$ cat config.mk
export PLATFORM = sky130hd
export DESIGN_NAME = jcb_code_dma
export DESIGN_NICKNAME = d
export VERILOG_FILES = /design/src/logic/jcb_pkg.sv /design/src/logic/jcb_code_dma.sv /design/src/logic/jcb_frag_cursor.sv
export SDC_FILE = /design/constraint.sdc
export NUM_CORES = 1
export LEC_CHECK = 0
export BUFFER_PORTS_ARGS = -buffer_cell sky130_fd_sc_hd__clkbuf_2
export CAP_MARGIN = 0
export CORE_MARGIN = 5
export CORE_UTILIZATION = 40
export DETAILED_ROUTE_END_ITERATION = 16
export SYNTH_ARGS = -nofsm -noshare
export SYNTH_HDL_FRONTEND = slang
export SYNTH_SLANG_ARGS = --single-unit
$ cat constraint.sdc
create_clock -name clk -period 3.7 [get_ports clk]
set_input_delay 0.185 -clock clk [delete_from_list [all_inputs] [get_ports clk]]
set_output_delay 0.185 -clock clk [all_outputs]
set_load 0.05 [all_outputs]
$ cat src/logic/jcb_pkg.sv
// Purpose: Shared constants and state type of the code buffer DMA engine.
// Assumes: 32-bit host memory words, byte addresses.
// Notes: Table entry and fragment entry field positions live here; the status word itself is packed in jcb_code_dma.
package jcb_pkg;
  localparam int NUM_BUFFERS = 4;
  localparam int IDX_W = 2;
  localparam int FRAG_LEN_W = 20;
  localparam int FIELDS_W = 2;
  localparam logic [31:0] ENTRY_BYTES = 32'h4;
  localparam logic [31:0] FRAG_ENTRY_BYTES = 32'h8;
  localparam logic [31:0] FRAG_LEN_OFFSET = 32'h4;
  localparam logic [31:0] WORD_BYTES = 32'h4;
  localparam int STAT_BIT = 0;
  localparam int PTR_LSB = 2;
  localparam int FCNT_LSB = 24;
  localparam int LEN_LSB = 1;
  localparam int FRAG_LEN_LSB = 1;
  localparam int FINAL_BIT = 0;
  localparam logic [1:0] FIELDS_PER_FIELD = 2'h1;
  localparam logic [1:0] FIELDS_PER_FRAME = 2'h2;
  localparam logic [7:0] FCNT_RESET = 8'h00;
  localparam logic [31:0] WORD_ZERO = 32'h0;

  typedef enum logic [3:0] {
    ST_IDLE,
    ST_ENT_RD,
    ST_FRAG_A,
    ST_FRAG_L,
    ST_NEXT,
    ST_IN,
    ST_WR,
    ST_RD,
    ST_OUT,
    ST_STAT,
    ST_DRAIN
  } jcb_state_e;
endpackage

$ cat src/logic/jcb_code_dma.sv
// Purpose: Code buffer DMA engine between the codec code port and host memory.
// Assumes: Codec status pulses come from logic on clk; memory answers with mem_ack.
// Notes: How it works list below; one memory access outstanding at a time.
// How it works
// - Compress moves codec words to memory; decompress moves memory words to codec.
// - frame_mode picks one field or two fields per buffer.
// - Four table entries, base taken from the table base input.
// - Entry points to a fragment list; chunk addresses come from that list.
// - Entry bit 0 low is host command, high is engine status.
// - Status holds count 31:24, zero 23, byte length 22:1, one in bit 0.
// - Fragment entry is address word plus length 20:1 and final flag.
// - Compression starts filling the first buffer's fragments.
// - Compress success writes status, pulses interrupt, starts next unit.
// - Compress re-reads a status entry until the host frees it.
// - Fail on final fragment full, strip overflow, or late vertical sync, except while the unit's last word is being written.
// - Failed compression: no interrupt, entry untouched, retry same buffer.
// - Decompress done sets entry bit 0, pulses interrupt, reads next entry.
// - Hardware reset clears hold bit; engine idles until software sets it.
// - Decompress with no free buffer repeats the last available buffer.
`timescale 1ns/100ps
module jcb_code_dma (
  input wire logic clk,
  input wire logic sys_rst,
  input wire logic hold_write,
  input wire logic hold_value,
  output logic global_hold_control,
  input wire logic process_reset,
  input wire logic compress_mode,
  input wire logic frame_mode,
  input wire logic [31:0] buffer_table_base_register,
  input wire logic vsync_trail,
  input wire logic strip_overflow,
  input wire logic [31:0] code_in_data,
  input wire logic code_in_last,
  input wire logic code_in_valid,
  output logic code_in_ready,
  output logic [31:0] code_out_data,
  output logic code_out_valid,
  input wire logic code_out_ready,
  output logic mem_req,
  output logic mem_we,
  output logic [31:0] mem_addr,
  output logic [31:0] mem_wdata,
  input wire logic mem_ack,
  input wire logic [31:0] mem_rdata,
  output logic irq,
  output logic [7:0] field_serial_count,
  output logic [jcb_pkg::IDX_W-1:0] buffer_index,
  output logic busy
);
  jcb_pkg::jcb_state_e state;
  logic engine_rst;
  logic [31:0] table_base;
  logic [31:0] entry_word;
  logic [31:0] last_list_ptr;
  logic have_last;
  logic repeat_unit;
  logic [31:0] list_ptr;
  logic [31:0] frag_addr;
  logic frag_final;
  logic [jcb_pkg::FRAG_LEN_W-1:0] frag_len;
  logic cur_load;
  logic cur_step;
  logic [31:0] cur_addr;
  logic cur_empty;
  logic [jcb_pkg::FRAG_LEN_W-1:0] word_count;
  logic [jcb_pkg::FIELDS_W-1:0] fields_left;
  logic [jcb_pkg::FIELDS_W-1:0] vs_count;
  logic last_word;
  logic fail_pend;
  logic in_unit;
  logic vs_fail;
  logic fail_now;
  logic [jcb_pkg::FIELDS_W-1:0] fields_needed;
  logic [31:0] entry_addr;
  logic [31:0] next_entry_addr;
  logic [31:0] status_word;
  logic [31:0] consumed_word;
  logic [jcb_pkg::FRAG_LEN_W-1:0] rd_len;

  // Byte address of a table entry
  function automatic logic [31:0] entry_at(input logic [31:0] base,
                                           input logic [jcb_pkg::IDX_W-1:0] idx);
    entry_at = base + 32'(idx) * jcb_pkg::ENTRY_BYTES;
  endfunction

  // Global hold bit: cleared by hardware reset, then software owned
  always_ff @(posedge clk)
  begin
    if (sys_rst)
      global_hold_control <= 1'b0;
    else if (hold_write)
      global_hold_control <= hold_value;
  end

  // Engine idles in soft reset or process reset
  assign engine_rst = sys_rst | ~global_hold_control | process_reset;

  // Decoded terms
  assign fields_needed = frame_mode ? jcb_pkg::FIELDS_PER_FRAME
                                    : jcb_pkg::FIELDS_PER_FIELD;
  assign entry_addr = entry_at(table_base, buffer_index);
  assign next_entry_addr = entry_at(table_base, buffer_index + jcb_pkg::IDX_W'(1));
  // Length includes the word whose write is being acknowledged
  assign status_word = {field_serial_count, 1'b0,
                        word_count + jcb_pkg::FRAG_LEN_W'(1), 2'b00, 1'b1};
  assign consumed_word = {entry_word[31:jcb_pkg::PTR_LSB], 1'b0, 1'b1};
  assign rd_len = mem_rdata[jcb_pkg::FRAG_LEN_LSB +: jcb_pkg::FRAG_LEN_W];
  assign in_unit = compress_mode && (state == jcb_pkg::ST_FRAG_A
    || state == jcb_pkg::ST_FRAG_L || state == jcb_pkg::ST_NEXT
    || state == jcb_pkg::ST_IN || state == jcb_pkg::ST_WR);
  // A sync edge beyond the unit's own fields means the codec ran late
  assign vs_fail = in_unit && vsync_trail && (vs_count >= fields_needed);
  assign fail_now = fail_pend | vs_fail | (in_unit & strip_overflow);
  assign code_in_ready = (state == jcb_pkg::ST_IN && !fail_now)
                         || state == jcb_pkg::ST_DRAIN;
  assign code_out_valid = (state == jcb_pkg::ST_OUT);
  assign busy = (state != jcb_pkg::ST_IDLE);
  assign cur_step = (state == jcb_pkg::ST_WR || state == jcb_pkg::ST_RD) && mem_ack;

  jcb_frag_cursor #(
    .LEN_W(jcb_pkg::FRAG_LEN_W)
  ) u_cursor (
    .clk(clk),
    .rst(engine_rst),
    .load(cur_load),
    .load_addr(frag_addr),
    .load_len(frag_len),
    .step(cur_step),
    .cur_addr(cur_addr),
    .empty(cur_empty)
  );

  // Failure flag is held until no memory access is in flight
  always_ff @(posedge clk)
  begin
    if (engine_rst || state == jcb_pkg::ST_DRAIN || state == jcb_pkg::ST_ENT_RD)
      fail_pend <= 1'b0;
    else if (vs_fail || (in_unit && strip_overflow))
      fail_pend <= 1'b1;
  end

  // Sync edges seen during the current unit
  always_ff @(posedge clk)
  begin
    if (engine_rst || state == jcb_pkg::ST_ENT_RD)
      vs_count <= '0;
    else if (in_unit && vsync_trail && vs_count < fields_needed)
      vs_count <= vs_count + jcb_pkg::FIELDS_W'(1);
  end

  // Main sequencer; memory outputs are registered and held until mem_ack
  always_ff @(posedge clk)
  begin
    if (engine_rst)
    begin
      state <= jcb_pkg::ST_IDLE;
      table_base <= jcb_pkg::WORD_ZERO;
      buffer_index <= '0;
      entry_word <= jcb_pkg::WORD_ZERO;
      last_list_ptr <= jcb_pkg::WORD_ZERO;
      have_last <= 1'b0;
      repeat_unit <= 1'b0;
      list_ptr <= jcb_pkg::WORD_ZERO;
      frag_addr <= jcb_pkg::WORD_ZERO;
      frag_len <= '0;
      frag_final <= 1'b0;
      cur_load <= 1'b0;
      word_count <= '0;
      fields_left <= '0;
      last_word <= 1'b0;
      field_serial_count <= jcb_pkg::FCNT_RESET;
      code_out_data <= jcb_pkg::WORD_ZERO;
      mem_req <= 1'b0;
      mem_we <= 1'b0;
      mem_addr <= jcb_pkg::WORD_ZERO;
      mem_wdata <= jcb_pkg::WORD_ZERO;
      irq <= 1'b0;
    end
    else
    begin
      cur_load <= 1'b0;
      irq <= 1'b0;
      case (state)
        jcb_pkg::ST_IDLE:
        begin
          table_base <= buffer_table_base_register;
          buffer_index <= '0;
          mem_req <= 1'b1;
          mem_we <= 1'b0;
          mem_addr <= buffer_table_base_register;
          state <= jcb_pkg::ST_ENT_RD;
        end
        jcb_pkg::ST_ENT_RD:
        begin
          word_count <= '0;
          fields_left <= fields_needed;
          if (mem_ack && !mem_rdata[jcb_pkg::STAT_BIT])
          begin
            entry_word <= mem_rdata;
            list_ptr <= {mem_rdata[31:jcb_pkg::PTR_LSB], 2'b00};
            last_list_ptr <= {mem_rdata[31:jcb_pkg::PTR_LSB], 2'b00};
            have_last <= 1'b1;
            repeat_unit <= 1'b0;
            mem_addr <= {mem_rdata[31:jcb_pkg::PTR_LSB], 2'b00};
            state <= jcb_pkg::ST_FRAG_A;
          end
          else if (mem_ack && !compress_mode && have_last)
          begin
            repeat_unit <= 1'b1;
            list_ptr <= last_list_ptr;
            mem_addr <= last_list_ptr;
            state <= jcb_pkg::ST_FRAG_A;
          end
          // Otherwise mem_req stays high and the entry is read again
        end
        jcb_pkg::ST_FRAG_A:
        begin
          if (mem_ack)
          begin
            frag_addr <= {mem_rdata[31:jcb_pkg::PTR_LSB], 2'b00};
            mem_addr <= list_ptr + jcb_pkg::FRAG_LEN_OFFSET;
            state <= jcb_pkg::ST_FRAG_L;
          end
        end
        jcb_pkg::ST_FRAG_L:
        begin
          if (mem_ack)
          begin
            frag_len <= rd_len;
            frag_final <= mem_rdata[jcb_pkg::FINAL_BIT];
            cur_load <= 1'b1;
            list_ptr <= list_ptr + jcb_pkg::FRAG_ENTRY_BYTES;
            mem_req <= 1'b0;
            state <= jcb_pkg::ST_NEXT;
          end
        end
        jcb_pkg::ST_NEXT:
        begin
          if (cur_load)
            state <= jcb_pkg::ST_NEXT; // Cursor settles one cycle after load
          else if (compress_mode && fail_now)
          begin
            field_serial_count <= field_serial_count + 8'h01;
            state <= jcb_pkg::ST_DRAIN;
          end
          else if (!cur_empty)
          begin
            mem_addr <= cur_addr;
            mem_we <= 1'b0;
            mem_req <= !compress_mode;
            state <= compress_mode ? jcb_pkg::ST_IN : jcb_pkg::ST_RD;
          end
          else if (!frag_final)
          begin
            mem_req <= 1'b1; // Fetch next fragment entry
            mem_we <= 1'b0;
            mem_addr <= list_ptr;
            state <= jcb_pkg::ST_FRAG_A;
          end
          else if (compress_mode)
          begin
            field_serial_count <= field_serial_count + 8'h01;
            state <= jcb_pkg::ST_DRAIN;
          end
          else if (repeat_unit)
          begin
            field_serial_count <= field_serial_count + 8'h01;
            mem_req <= 1'b1;
            mem_addr <= entry_addr;
            state <= jcb_pkg::ST_ENT_RD;
          end
          else
          begin
            mem_req <= 1'b1;
            mem_we <= 1'b1;
            mem_addr <= entry_addr;
            mem_wdata <= consumed_word;
            state <= jcb_pkg::ST_STAT;
          end
        end
        jcb_pkg::ST_IN:
        begin
          if (fail_now)
          begin
            field_serial_count <= field_serial_count + 8'h01;
            state <= jcb_pkg::ST_DRAIN;
          end
          else if (code_in_valid)
          begin
            mem_req <= 1'b1;
            mem_we <= 1'b1;
            mem_wdata <= code_in_data;
            last_word <= code_in_last;
            state <= jcb_pkg::ST_WR;
          end
        end
        jcb_pkg::ST_WR:
        begin
          if (mem_ack)
          begin
            mem_req <= 1'b0;
            word_count <= word_count + jcb_pkg::FRAG_LEN_W'(1);
            if (last_word && fields_left > jcb_pkg::FIELDS_W'(1))
            begin
              fields_left <= fields_left - jcb_pkg::FIELDS_W'(1);
              state <= jcb_pkg::ST_NEXT;
            end
            else if (last_word)
            begin
              mem_req <= 1'b1;
              mem_addr <= entry_addr;
              mem_wdata <= status_word;
              state <= jcb_pkg::ST_STAT;
            end
            else
              state <= jcb_pkg::ST_NEXT;
          end
        end
        jcb_pkg::ST_RD:
        begin
          if (mem_ack)
          begin
            mem_req <= 1'b0;
            code_out_data <= mem_rdata;
            state <= jcb_pkg::ST_OUT;
          end
        end
        jcb_pkg::ST_OUT:
        begin
          if (code_out_ready)
            state <= jcb_pkg::ST_NEXT;
        end
        jcb_pkg::ST_STAT:
        begin
          if (mem_ack)
          begin
            irq <= 1'b1;
            field_serial_count <= field_serial_count + 8'h01;
            buffer_index <= buffer_index + jcb_pkg::IDX_W'(1);
            mem_we <= 1'b0;
            mem_addr <= next_entry_addr;
            state <= jcb_pkg::ST_ENT_RD;
          end
        end
        jcb_pkg::ST_DRAIN:
        begin
          // Discard the rest of the failed unit, then retry the same entry
          if (code_in_valid && code_in_last && fields_left > jcb_pkg::FIELDS_W'(1))
            fields_left <= fields_left - jcb_pkg::FIELDS_W'(1);
          else if (code_in_valid && code_in_last)
          begin
            mem_req <= 1'b1;
            mem_we <= 1'b0;
            mem_addr <= entry_addr;
            state <= jcb_pkg::ST_ENT_RD;
          end
        end
        default:
          state <= jcb_pkg::ST_IDLE;
      endcase
    end
  end
endmodule

$ cat src/logic/jcb_frag_cursor.sv
// Purpose: Walks one memory fragment word by word.
// Assumes: Fragment start is doubleword aligned.
// Notes: A zero length loads as already empty.
`timescale 1ns/100ps
module jcb_frag_cursor #(
  parameter int LEN_W = jcb_pkg::FRAG_LEN_W
) (
  input wire logic clk,
  input wire logic rst,
  input wire logic load,
  input wire logic [31:0] load_addr,
  input wire logic [LEN_W-1:0] load_len,
  input wire logic step,
  output logic [31:0] cur_addr,
  output logic empty
);
  logic [LEN_W-1:0] left;

  assign empty = (left == '0);

  // Load wins over step; a step on an empty cursor is ignored
  always_ff @(posedge clk)
  begin
    if (rst)
    begin
      cur_addr <= jcb_pkg::WORD_ZERO;
      left <= '0;
    end
    else if (load)
    begin
      cur_addr <= load_addr;
      left <= load_len;
    end
    else if (step && !empty)
    begin
      cur_addr <= cur_addr + jcb_pkg::WORD_BYTES;
      left <= left - LEN_W'(1);
    end
  end
endmodule

==> results of run 1 <==
[kinds of logic after synthesis]
group,after synthesis,share of synthesized area
buffers and inverters,248,0.05251
flip-flops,336,0.3638
multiplexers,52,0.02815
XOR/XNOR,117,0.05542
AO/OA/AOI/OAI,713,0.2352
adder cells (fa/ha/maj),15,0.01096
AND/OR/NAND/NOR,1012,0.2539
[state kept, by name, summed over array words and instances (netlist names), 30 cells and up]
signal and cells:
entry_word 30, mem_wdata 32, frag_addr 30, code_out_data 32
list_ptr 30, table_base 32, u_cursor.cur_addr 30, mem_addr 32
[synthesized netlist by cell type (5+ instances only)]
master	number	area [um2]
o221ai_1	15	131.4
a222oi_1	6	60.06
a311oi_1	6	52.55
inv_1	40	150.1
o311ai_0	5	43.79
buf_2	14	70.07
a2111oi_0	5	43.79
nand4_1	49	306.5
nand2_1	441	1655
a221o_1	12	120.1
or2_2	6	37.54
a31oi_1	10	62.56
o31ai_1	10	75.07
a211oi_1	26	195.2
and3_1	23	143.9
o21ai_0	138	690.7
and4_1	11	96.34
xnor2_1	77	674.4
xor2_1	40	350.3
or3_1	7	43.79
nor2b_1	13	81.33
ha_1	13	162.7
or4_1	15	112.6
nand3_1	83	415.4
dfxtp_1	336	6726
nor3_1	73	365.4
nor4_1	37	231.5
clkbuf_1	181	679.4
a221oi_1	29	254.0
nand3b_1	8	60.06
nor2_1	199	747.0
nand2b_1	15	93.84
a22oi_1	16	120.1
and2_1	9	56.30
o22ai_1	41	256.5
buf_1	8	30.03
o211ai_1	17	127.6
a21oi_1	323	1617
mux2i_1	52	520.5
[area by class of cell]
cell class	count	area [um2]	share of cell area
clock inverter	12	192.7	0.008531
multi-input combinational	1909	10850	0.4802
timing repair buffer	401	2750	0.1218
inverter	41	153.9	0.006814
clock buffer	60	1166	0.05163
tap	600	750.7	0.03324
sequential	336	6726	0.2978
[layer usage]
metal / share of wire / wire length [um]
met4: 0.043 / 3342
met1: 0.43 / 33640
met5: 0 / 0
met3: 0.079 / 6172
met2: 0.45 / 35380
[metrics by stage]
step	util	cell area, um2	power, mW
final	0.4956	22590	8.197
after global routing	0.4956	22590	8.439
after CTS	0.4956	22590	8.266
after detailed placement	0.4478	20410	4.106
after global placement	0.4478	20410	4.104
after floorplan	-	18490	3.900
[worst paths after layout]
path,start,end,slack [ns],cells after the start
worst min-delay path,code_in_data[8],mem_wdata[8],0.04,3
worst min register to register,frag_addr[4],u_cursor.cur_addr[4],0.45,2
worst max register to register,state[1],mem_addr[18],0.09,8
worst max-delay path,state[1],mem_addr[18],0.09,8
[repair_timing]
action,in CTS,in global routing
hold buffers,82,0
setup buffers,0,0
hold endpoints to repair,175,0
[critical path, delay by kind of cell, from the launching register on]
family                 cells  cell delay (ns)
and+or+nand+nor            2             0.47
buffers and inverters      1             0.23
AOI/OAI and AO/OA          5             2.01
DFF                        1             0.68
[report_power, final]
group | switching [mW] | internal, mW
sequential | 0.0163 | 3.63
clock | 1.68 | 2.41
combinational | 0.278 | 0.179
[cells in the final DEF, fill, tap and decap left out, types with 11 or more instances in the layout]
cell type / Yosys / layout
nor3_1: 73 / 71
and4_1: 11 / 11
dlygate4sd3_1: 0 / 82
xnor2_1: 77 / 77
a221o_1: 12 / 12
a21oi_1: 323 / 323
inv_1: 40 / 40
or4_1: 15 / 15
nand3_1: 83 / 83
xor2_1: 40 / 40
clkbuf_2: 0 / 221
nand4_1: 49 / 49
a22oi_1: 16 / 16
clkbuf_1: 181 / 11
nand2b_1: 15 / 14
nor2b_1: 13 / 13
ha_1: 13 / 13
clkbuf_16: 0 / 40
nand2_1: 441 / 440
o211ai_1: 17 / 17
buf_4: 2 / 91
a211oi_1: 26 / 26
nor4_1: 37 / 36
o21ai_0: 138 / 137
a221oi_1: 29 / 29
and3_1: 23 / 23
o221ai_1: 15 / 15
dfxtp_1: 336 / 336
nor2_1: 199 / 196
mux2i_1: 52 / 52
o22ai_1: 41 / 41
==> reports/results.txt, run 1 <==
Outcome: complete, no violations
Cts repair resizes: 0
Post-synthesis to final-layout area growth: 22.16%
FILL cells: 4433
Worst-path clk slew: 0.06 ns
Cell chain of the critical path: nand3b_1 > a211oi_1 > a211oi_1 > o311ai_2 > buf_4 > nand2b_1 > a2111oi_0 > a311oi_1
Num CTS Buffers: 40
Finished Layout Cells: 3359
Mean routed wirelength per cell: 23.38 um
Io pins: 222
Routed via count: 20.21k
Cell Area, Synth: 18490 um2
Slew @ Worst Pin: 1.311 ns
Max-cap violations: 0
Critical Path End Type: flop
CP Data Required Time: 4.08 ns
Remaining global-route overflow: 0
Die area: 50620 um2
Period utilization: 0.9750
Drt via density: 6.017
Clock Latency Late Sink: 0.59 ns
Row cnt: 78
Clock Sinks: 336
Flop and latch count out of synthesis: 336
Worst Hold Class: primary input to flop
Final slew viol count: 0
Endpoints failing setup: 0
M2 GR Usage: 0.4725
CP arrival: 3.99 ns
CTS tree: done
Busiest grt layer: met2
Post-Route WL: 78540 um
Slew headroom: 0.1035
Tmin final: 3.608 ns
Gr usage total: 0.2956
Power per cell area: 362.9 nW/um2
CP max FO: 16
Hold Worst Slack: 0.04003 ns
Layout cells sized above 1: 0.1519
CP Launch Type: flop
Final WS setup: 0.09249 ns
Port Buf Inserts: 221
CP Class: flop to flop
Cells after Synth: 2493
Leakage: 7.908 nW
Post-synth EDFFs: 0
Ys flop type: dfxtp_1
CP peak stage delay: 1.13 ns
CP max stage cell: a2111oi_0
Synth warn: 0
RSZ-0062 raised after global routing: no
Avg Cell Area, Syn: 7.416 um2
GP Congestion: 0.9894
Core area: 45580 um2
Most common cell on crit path: a211oi_1
F_max: 0.2772 GHz
Placed Cells: 3205
First-pass GRT wire length: 117400 um
Number of distinct library cells after synthesis: 87
Final nets: 2853
Remaining DRCs: 0
Vias in the first global route: 18.87k
Die Wd: 225.0 um
Seq/Total Area, Yosys: 0.3638
CTS H-tree lvls: 2
Worst Skew: 0.02492 ns
Antenna violations before repair: 1
DR iter-0 viols: 2294
Clk root buf: clkbuf_16
Hpwl dp: 57240 um
Final Hold Fails: 0
GR Util met3: 0.04807
Post-synth ARST share: 0
Initial Utilization: 0.4057
ANT nets after route: 0
Ant diodes: 0
Max Root-Sink Buffers: 3
Pre-CTS setup slack: 0.3147 ns
M1 GR Usage: 0.4002
Largest net degree at the start of global routing: 74
Setup TNS: 0 ns
Maximum vdd ir drop: 0.0003388 V
Syn Nets: 2617
Die Height: 225.0 um
1st-pass router iterations: 8
Power figures use the tool's default switching activity.
==> run 2, diff against run 1 <==
--- a/config.mk
+++ b/config.mk
@@ -7,9 +7,9 @@
 export LEC_CHECK = 0
 export BUFFER_PORTS_ARGS = -buffer_cell sky130_fd_sc_hd__clkbuf_2
 export CAP_MARGIN = 0
-export CORE_MARGIN = 5
 export CORE_UTILIZATION = 40
 export DETAILED_ROUTE_END_ITERATION = 16
+export PLACE_DENSITY = 0.54
 export SYNTH_ARGS = -nofsm -noshare
 export SYNTH_HDL_FRONTEND = slang
 export SYNTH_SLANG_ARGS = --single-unit
==> reports/results.txt, run 2 (synthesized netlist as in run 1, its figures left out) <==
Cts repair resizes: 0 (unchanged)
Initial Utilization: 0.4065 (+0.0008705)
CP Launch Type: flop
ANT nets after route: 0 (unchanged)
Clk root buf: clkbuf_16
CP arrival: 4.02 ns (+0.03 ns)
GP Congestion: 0.9637 (-2.6%)
Final slew viol count: 0 (unchanged)
Die area: 47090 um2 (-7.0%)
Endpoints failing setup: 0 (unchanged)
Hpwl dp: 58690 um (+2.5%)
Layout cells sized above 1: 0.1576 (+0.005687)
Remaining DRCs: 0 (unchanged)
Clock Sinks: 336 (unchanged)
Remaining global-route overflow: 0 (unchanged)
Post-synthesis to final-layout area growth: 22.97%
Vias in the first global route: 19.05k (+0.99%)
DR top layer: met4
Core area: 45480 um2 (-0.21%)
Tmin final: 3.615 ns (+0.007821 ns)
Io pins: 222 (unchanged)
CP max FO: 7 (-9)
Gr usage total: 0.3313 (+0.03576)
Hold Worst Slack: 0.02905 ns (-0.01098 ns)
CTS tree: done
Worst r2r dst: mem_addr[22]
Period utilization: 0.9771 (+0.002114)
F_max: 0.2766 GHz (-0.22%)
Clock Latency Late Sink: 0.59 ns (about the same)
WHS Endpoint: mem_wdata[8]
1st-pass router iterations: 6 (-2)
Outcome: complete, no violations
Routed via count: 20.17k (-0.23%)
Die Height: 217.0 um (-3.6%)
Maximum vdd ir drop: 0.0003328 V (-1.8%)
DR iter-0 viols: 1943 (-15%)
CTS H-tree lvls: 2 (unchanged)
Slew headroom: 0.2270 (+0.1235)
Drt via density: 5.965 (-0.88%)
Setup TNS: 0 ns (unchanged)
WL met3: 5866 um (-5.0%)
CP Class: flop to flop
Worst-path clk slew: 0.06 ns (about the same)
Power per cell area: 357.3 nW/um2 (-1.5%)
WL met2: 36360 um (+2.8%)
Most common cell after layout, fill and taps aside: nand2_1
Num CTS Buffers: 40 (unchanged)
Die Wd: 217.0 um (-3.6%)
Hold path start: code_in_data[8]
Worst Skew: 0.02950 ns (+0.004586 ns)
R2R cell count: 9 (+1)
First-pass GRT wire length: 118600 um (+0.99%)
FF-to-FF Start: buffer_index[0]
Port Buf Inserts: 221 (unchanged)
Largest net degree at the start of global routing: 103 (+39%)
Mean routed wirelength per cell: 23.58 um (+0.83%)
RSZ-0062 raised after global routing: no
Antenna violations before repair: 2 (+1)
Final Hold Fails: 0 (unchanged)
Met1 wire length: 34100 um (+1.4%)
Final nets: 2876 (+0.81%)
Slew @ Worst Pin: 1.158 ns (-0.1526 ns)
Row cnt: 78 (unchanged)
Post-Route WL: 79710 um (+1.5%)
Critical Path End Type: flop
Max-cap violations: 0 (unchanged)
Most frequent cells in the layout: nand2_1, dfxtp_1, a21oi_1
CP Data Required Time: 4.11 ns (+0.03 ns)
Max Root-Sink Buffers: 3 (unchanged)
Leakage: 7.995 nW (+1.1%)
Worst Hold Class: primary input to flop
Flop2flop setup slack: 0.08 ns (about the same)
Hold depth: 3 (unchanged)
[run 2: cell count changes in the layout (fill, tap and decap cells not counted), sizes merged]
cell / change
clkinvlp: +1
inv: -1
clkbuf: +1
dlygate4sd3: +6
bufinv: -2
buf: +17
clkinv: -1
diode: +1
[run 2: layout make-up]
type	count	area, um2
Clock buffer	61	1210
Tap cell	600	750.7
Multi-Input combinational cell	1909	10850
Clock inverter	9	130.1
Antenna cell	1	2.502
Inverter	41	153.9
Fill cell	4598	22740
Sequential cell	336	6726
Timing Repair Buffer	424	2913
[run 2: power by group]
part | leakage (nW) | switching [mW] | internal, mW
Sequential | 2.71 | 0.0173 | 3.63
Combinational | 4.63 | 0.286 | 0.186
Clock | 0.653 | 1.67 | 2.34
Total | 7.99 | 1.97 | 6.16
[run 2: repair_timing]
action                     CTS  global route
hold endpoints to repair   176             0
setup endpoints to repair    0             0
buffers inserted             0             0
hold buffers                88             0
[run 2: worst max-delay path: stages (launching register included)]
cell and delay, ns:
dfxtp_1 0.47, xor2_1 0.22, inv_1 0.08, fa_1 0.53
inv_1 0.16, nand3_1 0.27, o311ai_0 0.90, o221ai_1 0.31
nor3_1 0.37, a311oi_2 0.14
[run 2: stage by stage]
stage | utilization | setup slack (ns) | std cells | total power [mW] | cell area (um2)
final | 0.4999 | 0.08467 | 3381 | 8.125 | 22740
after global routing | 0.4999 | 0.1004 | 3380 | 8.377 | 22730
after CTS | 0.4999 | 0.2704 | 3380 | 8.193 | 22730
after detailed placement | 0.4511 | 0.2713 | 3222 | 4.117 | 20510
after global placement | 0.4511 | 0.3138 | 3222 | 4.116 | 20510
after floorplan | - | 0.8326 | 2493 | 3.900 | 18490
[run 2: worst max path at each step]
stage / slack (ns) / startpoint / cells after the start / to
final: 0.08 / buffer_index[0] / 9 / mem_addr[22]
after global routing: 0.10 / buffer_index[0] / 9 / mem_addr[22]
after CTS: 0.27 / buffer_index[0] / 9 / mem_addr[22]
after detailed placement: 0.27 / buffer_index[0] / 9 / mem_addr[22]
after global placement: 0.31 / buffer_index[0] / 9 / mem_addr[22]
after floorplan: 0.83 / buffer_index[0] / 9 / mem_addr[23]
[run 2: metal layers]
layer	vias up	GRT usage
li1	9456	-
met1	9645	0.4384
met2	886	0.5327
met3	179	0.05213
met4	0	0.1430
met5	-	0
==> run 3, diff against run 2 <==
--- a/config.mk
+++ b/config.mk
@@ -5,11 +5,12 @@
 export SDC_FILE = /design/constraint.sdc
 export NUM_CORES = 1
 export LEC_CHECK = 0
-export BUFFER_PORTS_ARGS = -buffer_cell sky130_fd_sc_hd__clkbuf_2
 export CAP_MARGIN = 0
 export CORE_UTILIZATION = 40
 export DETAILED_ROUTE_END_ITERATION = 16
-export PLACE_DENSITY = 0.54
+export DONT_BUFFER_PORTS = 1
+export GPL_ROUTABILITY_DRIVEN = 0
+export PLACE_DENSITY = 0.5
 export SYNTH_ARGS = -nofsm -noshare
 export SYNTH_HDL_FRONTEND = slang
 export SYNTH_SLANG_ARGS = --single-unit
==> reports/results.txt, run 3 (synthesized netlist as in run 1, its figures left out) <==
Clock Sinks: 336 (unchanged)
Die Wd: 217.0 um (unchanged)
Max Root-Sink Buffers: 3 (unchanged)
CP Class: flop to flop
Slew headroom: 0.1304 (-0.09664)
Worst-path clk slew: 0.06 ns (about the same)
CTS tree: done
Gr usage total: 0.3300 (-0.001353)
FILL cells: 4629 (+0.67%)
First-pass GRT wire length: 118300 um (-0.20%)
Most common cell after layout, fill and taps aside: nand2_1
Flop2flop setup slack: 0.16 ns (+0.08 ns)
Hold path start: code_in_valid
Period utilization: 0.9568 (-0.02028)
Final Hold Fails: 0 (unchanged)
DR top layer: met5
Port Buf Inserts: 0 (-100%)
Clock Latency Late Sink: 0.58 ns (about the same)
Die area: 47090 um2 (unchanged)
Initial Utilization: 0.4065 (unchanged)
Worst Skew: 0.01973 ns (-0.009774 ns)
Postcts setup bufs: 0 (unchanged)
Largest net degree at the start of global routing: 102 (-0.97%)
Mean routed wirelength per cell: 24.97 um (+5.9%)
Setup TNS: 0 ns (unchanged)
Endpoints failing setup: 0 (unchanged)
Worst r2r dst: mem_addr[18]
Layout cells sized above 1: 0.07978 (-0.07777)
WL met2: 36300 um (-0.18%)
Core area: 45480 um2 (unchanged)
Pint: 6.165 mW (+0.16%)
R2R cell count: 5 (-4)
Outcome: complete, no violations
Row cnt: 78 (unchanged)
F_max: 0.2825 GHz (+2.1%)
CP arrival: 3.92 ns (-0.10 ns)
Sequential power share: 0.455 (+0.006)
Remaining DRCs: 0 (unchanged)
CP max FO: 13 (+6)
Antenna violations before repair: 6 (+4)
CP Data Required Time: 4.08 ns (-0.03 ns)
DR iter-0 viols: 2239 (+15%)
Tmin final: 3.540 ns (-0.07502 ns)
RSZ-0062 raised after global routing: no
Clock power frac: 0.498 (+0.005)
Routed via count: 19.37k (-4.0%)
Drt via density: 6.121 (+2.6%)
Slew @ Worst Pin: 1.272 ns (+0.1133 ns)
Io pins: 222 (unchanged)
Post-Route WL: 79000 um (-0.89%)
Post-synthesis to final-layout area growth: 16.93%
FF-to-FF Start: u_cursor.left[8]
Cts repair resizes: 0 (unchanged)
Met1 wire length: 33520 um (-1.7%)
Logic pwr share: 0.047 (-0.011)
CTS H-tree lvls: 2 (unchanged)
WL met3: 6369 um (+8.6%)
WHS Endpoint: state[0]
Remaining global-route overflow: 0 (unchanged)
Vias in the first global route: 18.25k (-4.2%)
P_sw: 1.901 mW (-3.5%)
Final slew viol count: 0 (unchanged)
Max-cap violations: 0 (unchanged)
Hpwl dp: 55270 um (-5.8%)
Die Height: 217.0 um (unchanged)
Num CTS Buffers: 39 (-2.5%)
CP Launch Type: flop
Hold_buf cts: 101 (+15%)
Hold depth: 2 (-1)
Leakage: 7.009 nW (-12%)
Most frequent cells in the layout: nand2_1, dfxtp_1, a21oi_1
1st-pass router iterations: 6 (unchanged)
Sw frac: 0.2356 (-0.006724)
Power per cell area: 373.1 nW/um2 (+4.4%)
Final nets: 2654 (-7.7%)
Worst Hold Class: primary input to flop
Hold Worst Slack: 0.03788 ns (+0.008837 ns)
Critical Path End Type: flop
Clk root buf: clkbuf_16
Maximum vdd ir drop: 0.0003457 V (+3.9%)
ANT nets after route: 0 (unchanged)
-- run 3: per-stage QoR --
step	area [um2]	setup WS [ns]	utilization	std cells	total power, mW
after floorplan	18490	0.8326	-	2493	3.900
after global placement	19280	0.2469	0.4238	2988	3.983
after detailed placement	19280	0.2671	0.4238	2988	3.984
after CTS	21600	0.2368	0.4750	3157	8.118
after global routing	21610	0.07711	0.4752	3161	8.296
final	21620	0.1597	0.4754	3164	8.066
-- run 3: power by group through the flow --
stage | Clock, mW | Sequential, mW | Combinational, mW
final | 4.02 | 3.67 | 0.380
after detailed placement | 0 | 3.75 | 0.236
after CTS | 4.08 | 3.67 | 0.372
after floorplan | 0 | 3.74 | 0.162
after global placement | 0 | 3.75 | 0.235
after global routing | 4.23 | 3.67 | 0.396
-- run 3: worst max-delay path: stages (launching register included) --
cell	delay (ns)
dfxtp_1	0.35
or4_4	0.58
nor4_1	0.43
a31oi_2	0.54
a2111oi_0	1.24
a311oi_1	0.18
-- run 3: area by class of cell --
cell class              count  area (um2)  area share
flip-flops and latches    336        6726      0.3111
multi-input cells        1909       10850      0.5021
diodes                      7       17.52   0.0008102
repair buffers            203        1802     0.08334
well taps                 600       750.7     0.03472
clock inverters            10       147.6    0.006829
inverters                  41       153.9    0.007118
clock buffers              58        1167     0.05400
-- run 3: worst max-delay path by stage --
stage	start	end	slack [ns]	depth (start not counted)
6_report	u_cursor.left[8]	mem_addr[18]	0.16	5
5_1_grt	u_cursor.left[8]	mem_addr[18]	0.08	5
4_1_cts	u_cursor.left[8]	mem_addr[18]	0.24	5
3_5_place_dp	u_cursor.left[8]	mem_addr[18]	0.27	5
3_3_place_gp	u_cursor.left[8]	mem_addr[18]	0.25	5
2_1_floorplan	buffer_index[0]	mem_addr[23]	0.83	9
-- run 3: metal layers --
metal / global-route usage / vias to the layer above
li1: - / 9011
met1: 0.4307 / 9309
met2: 0.5305 / 888
met3: 0.07044 / 157
met4: 0.1268 / 2
met5: 0 / -
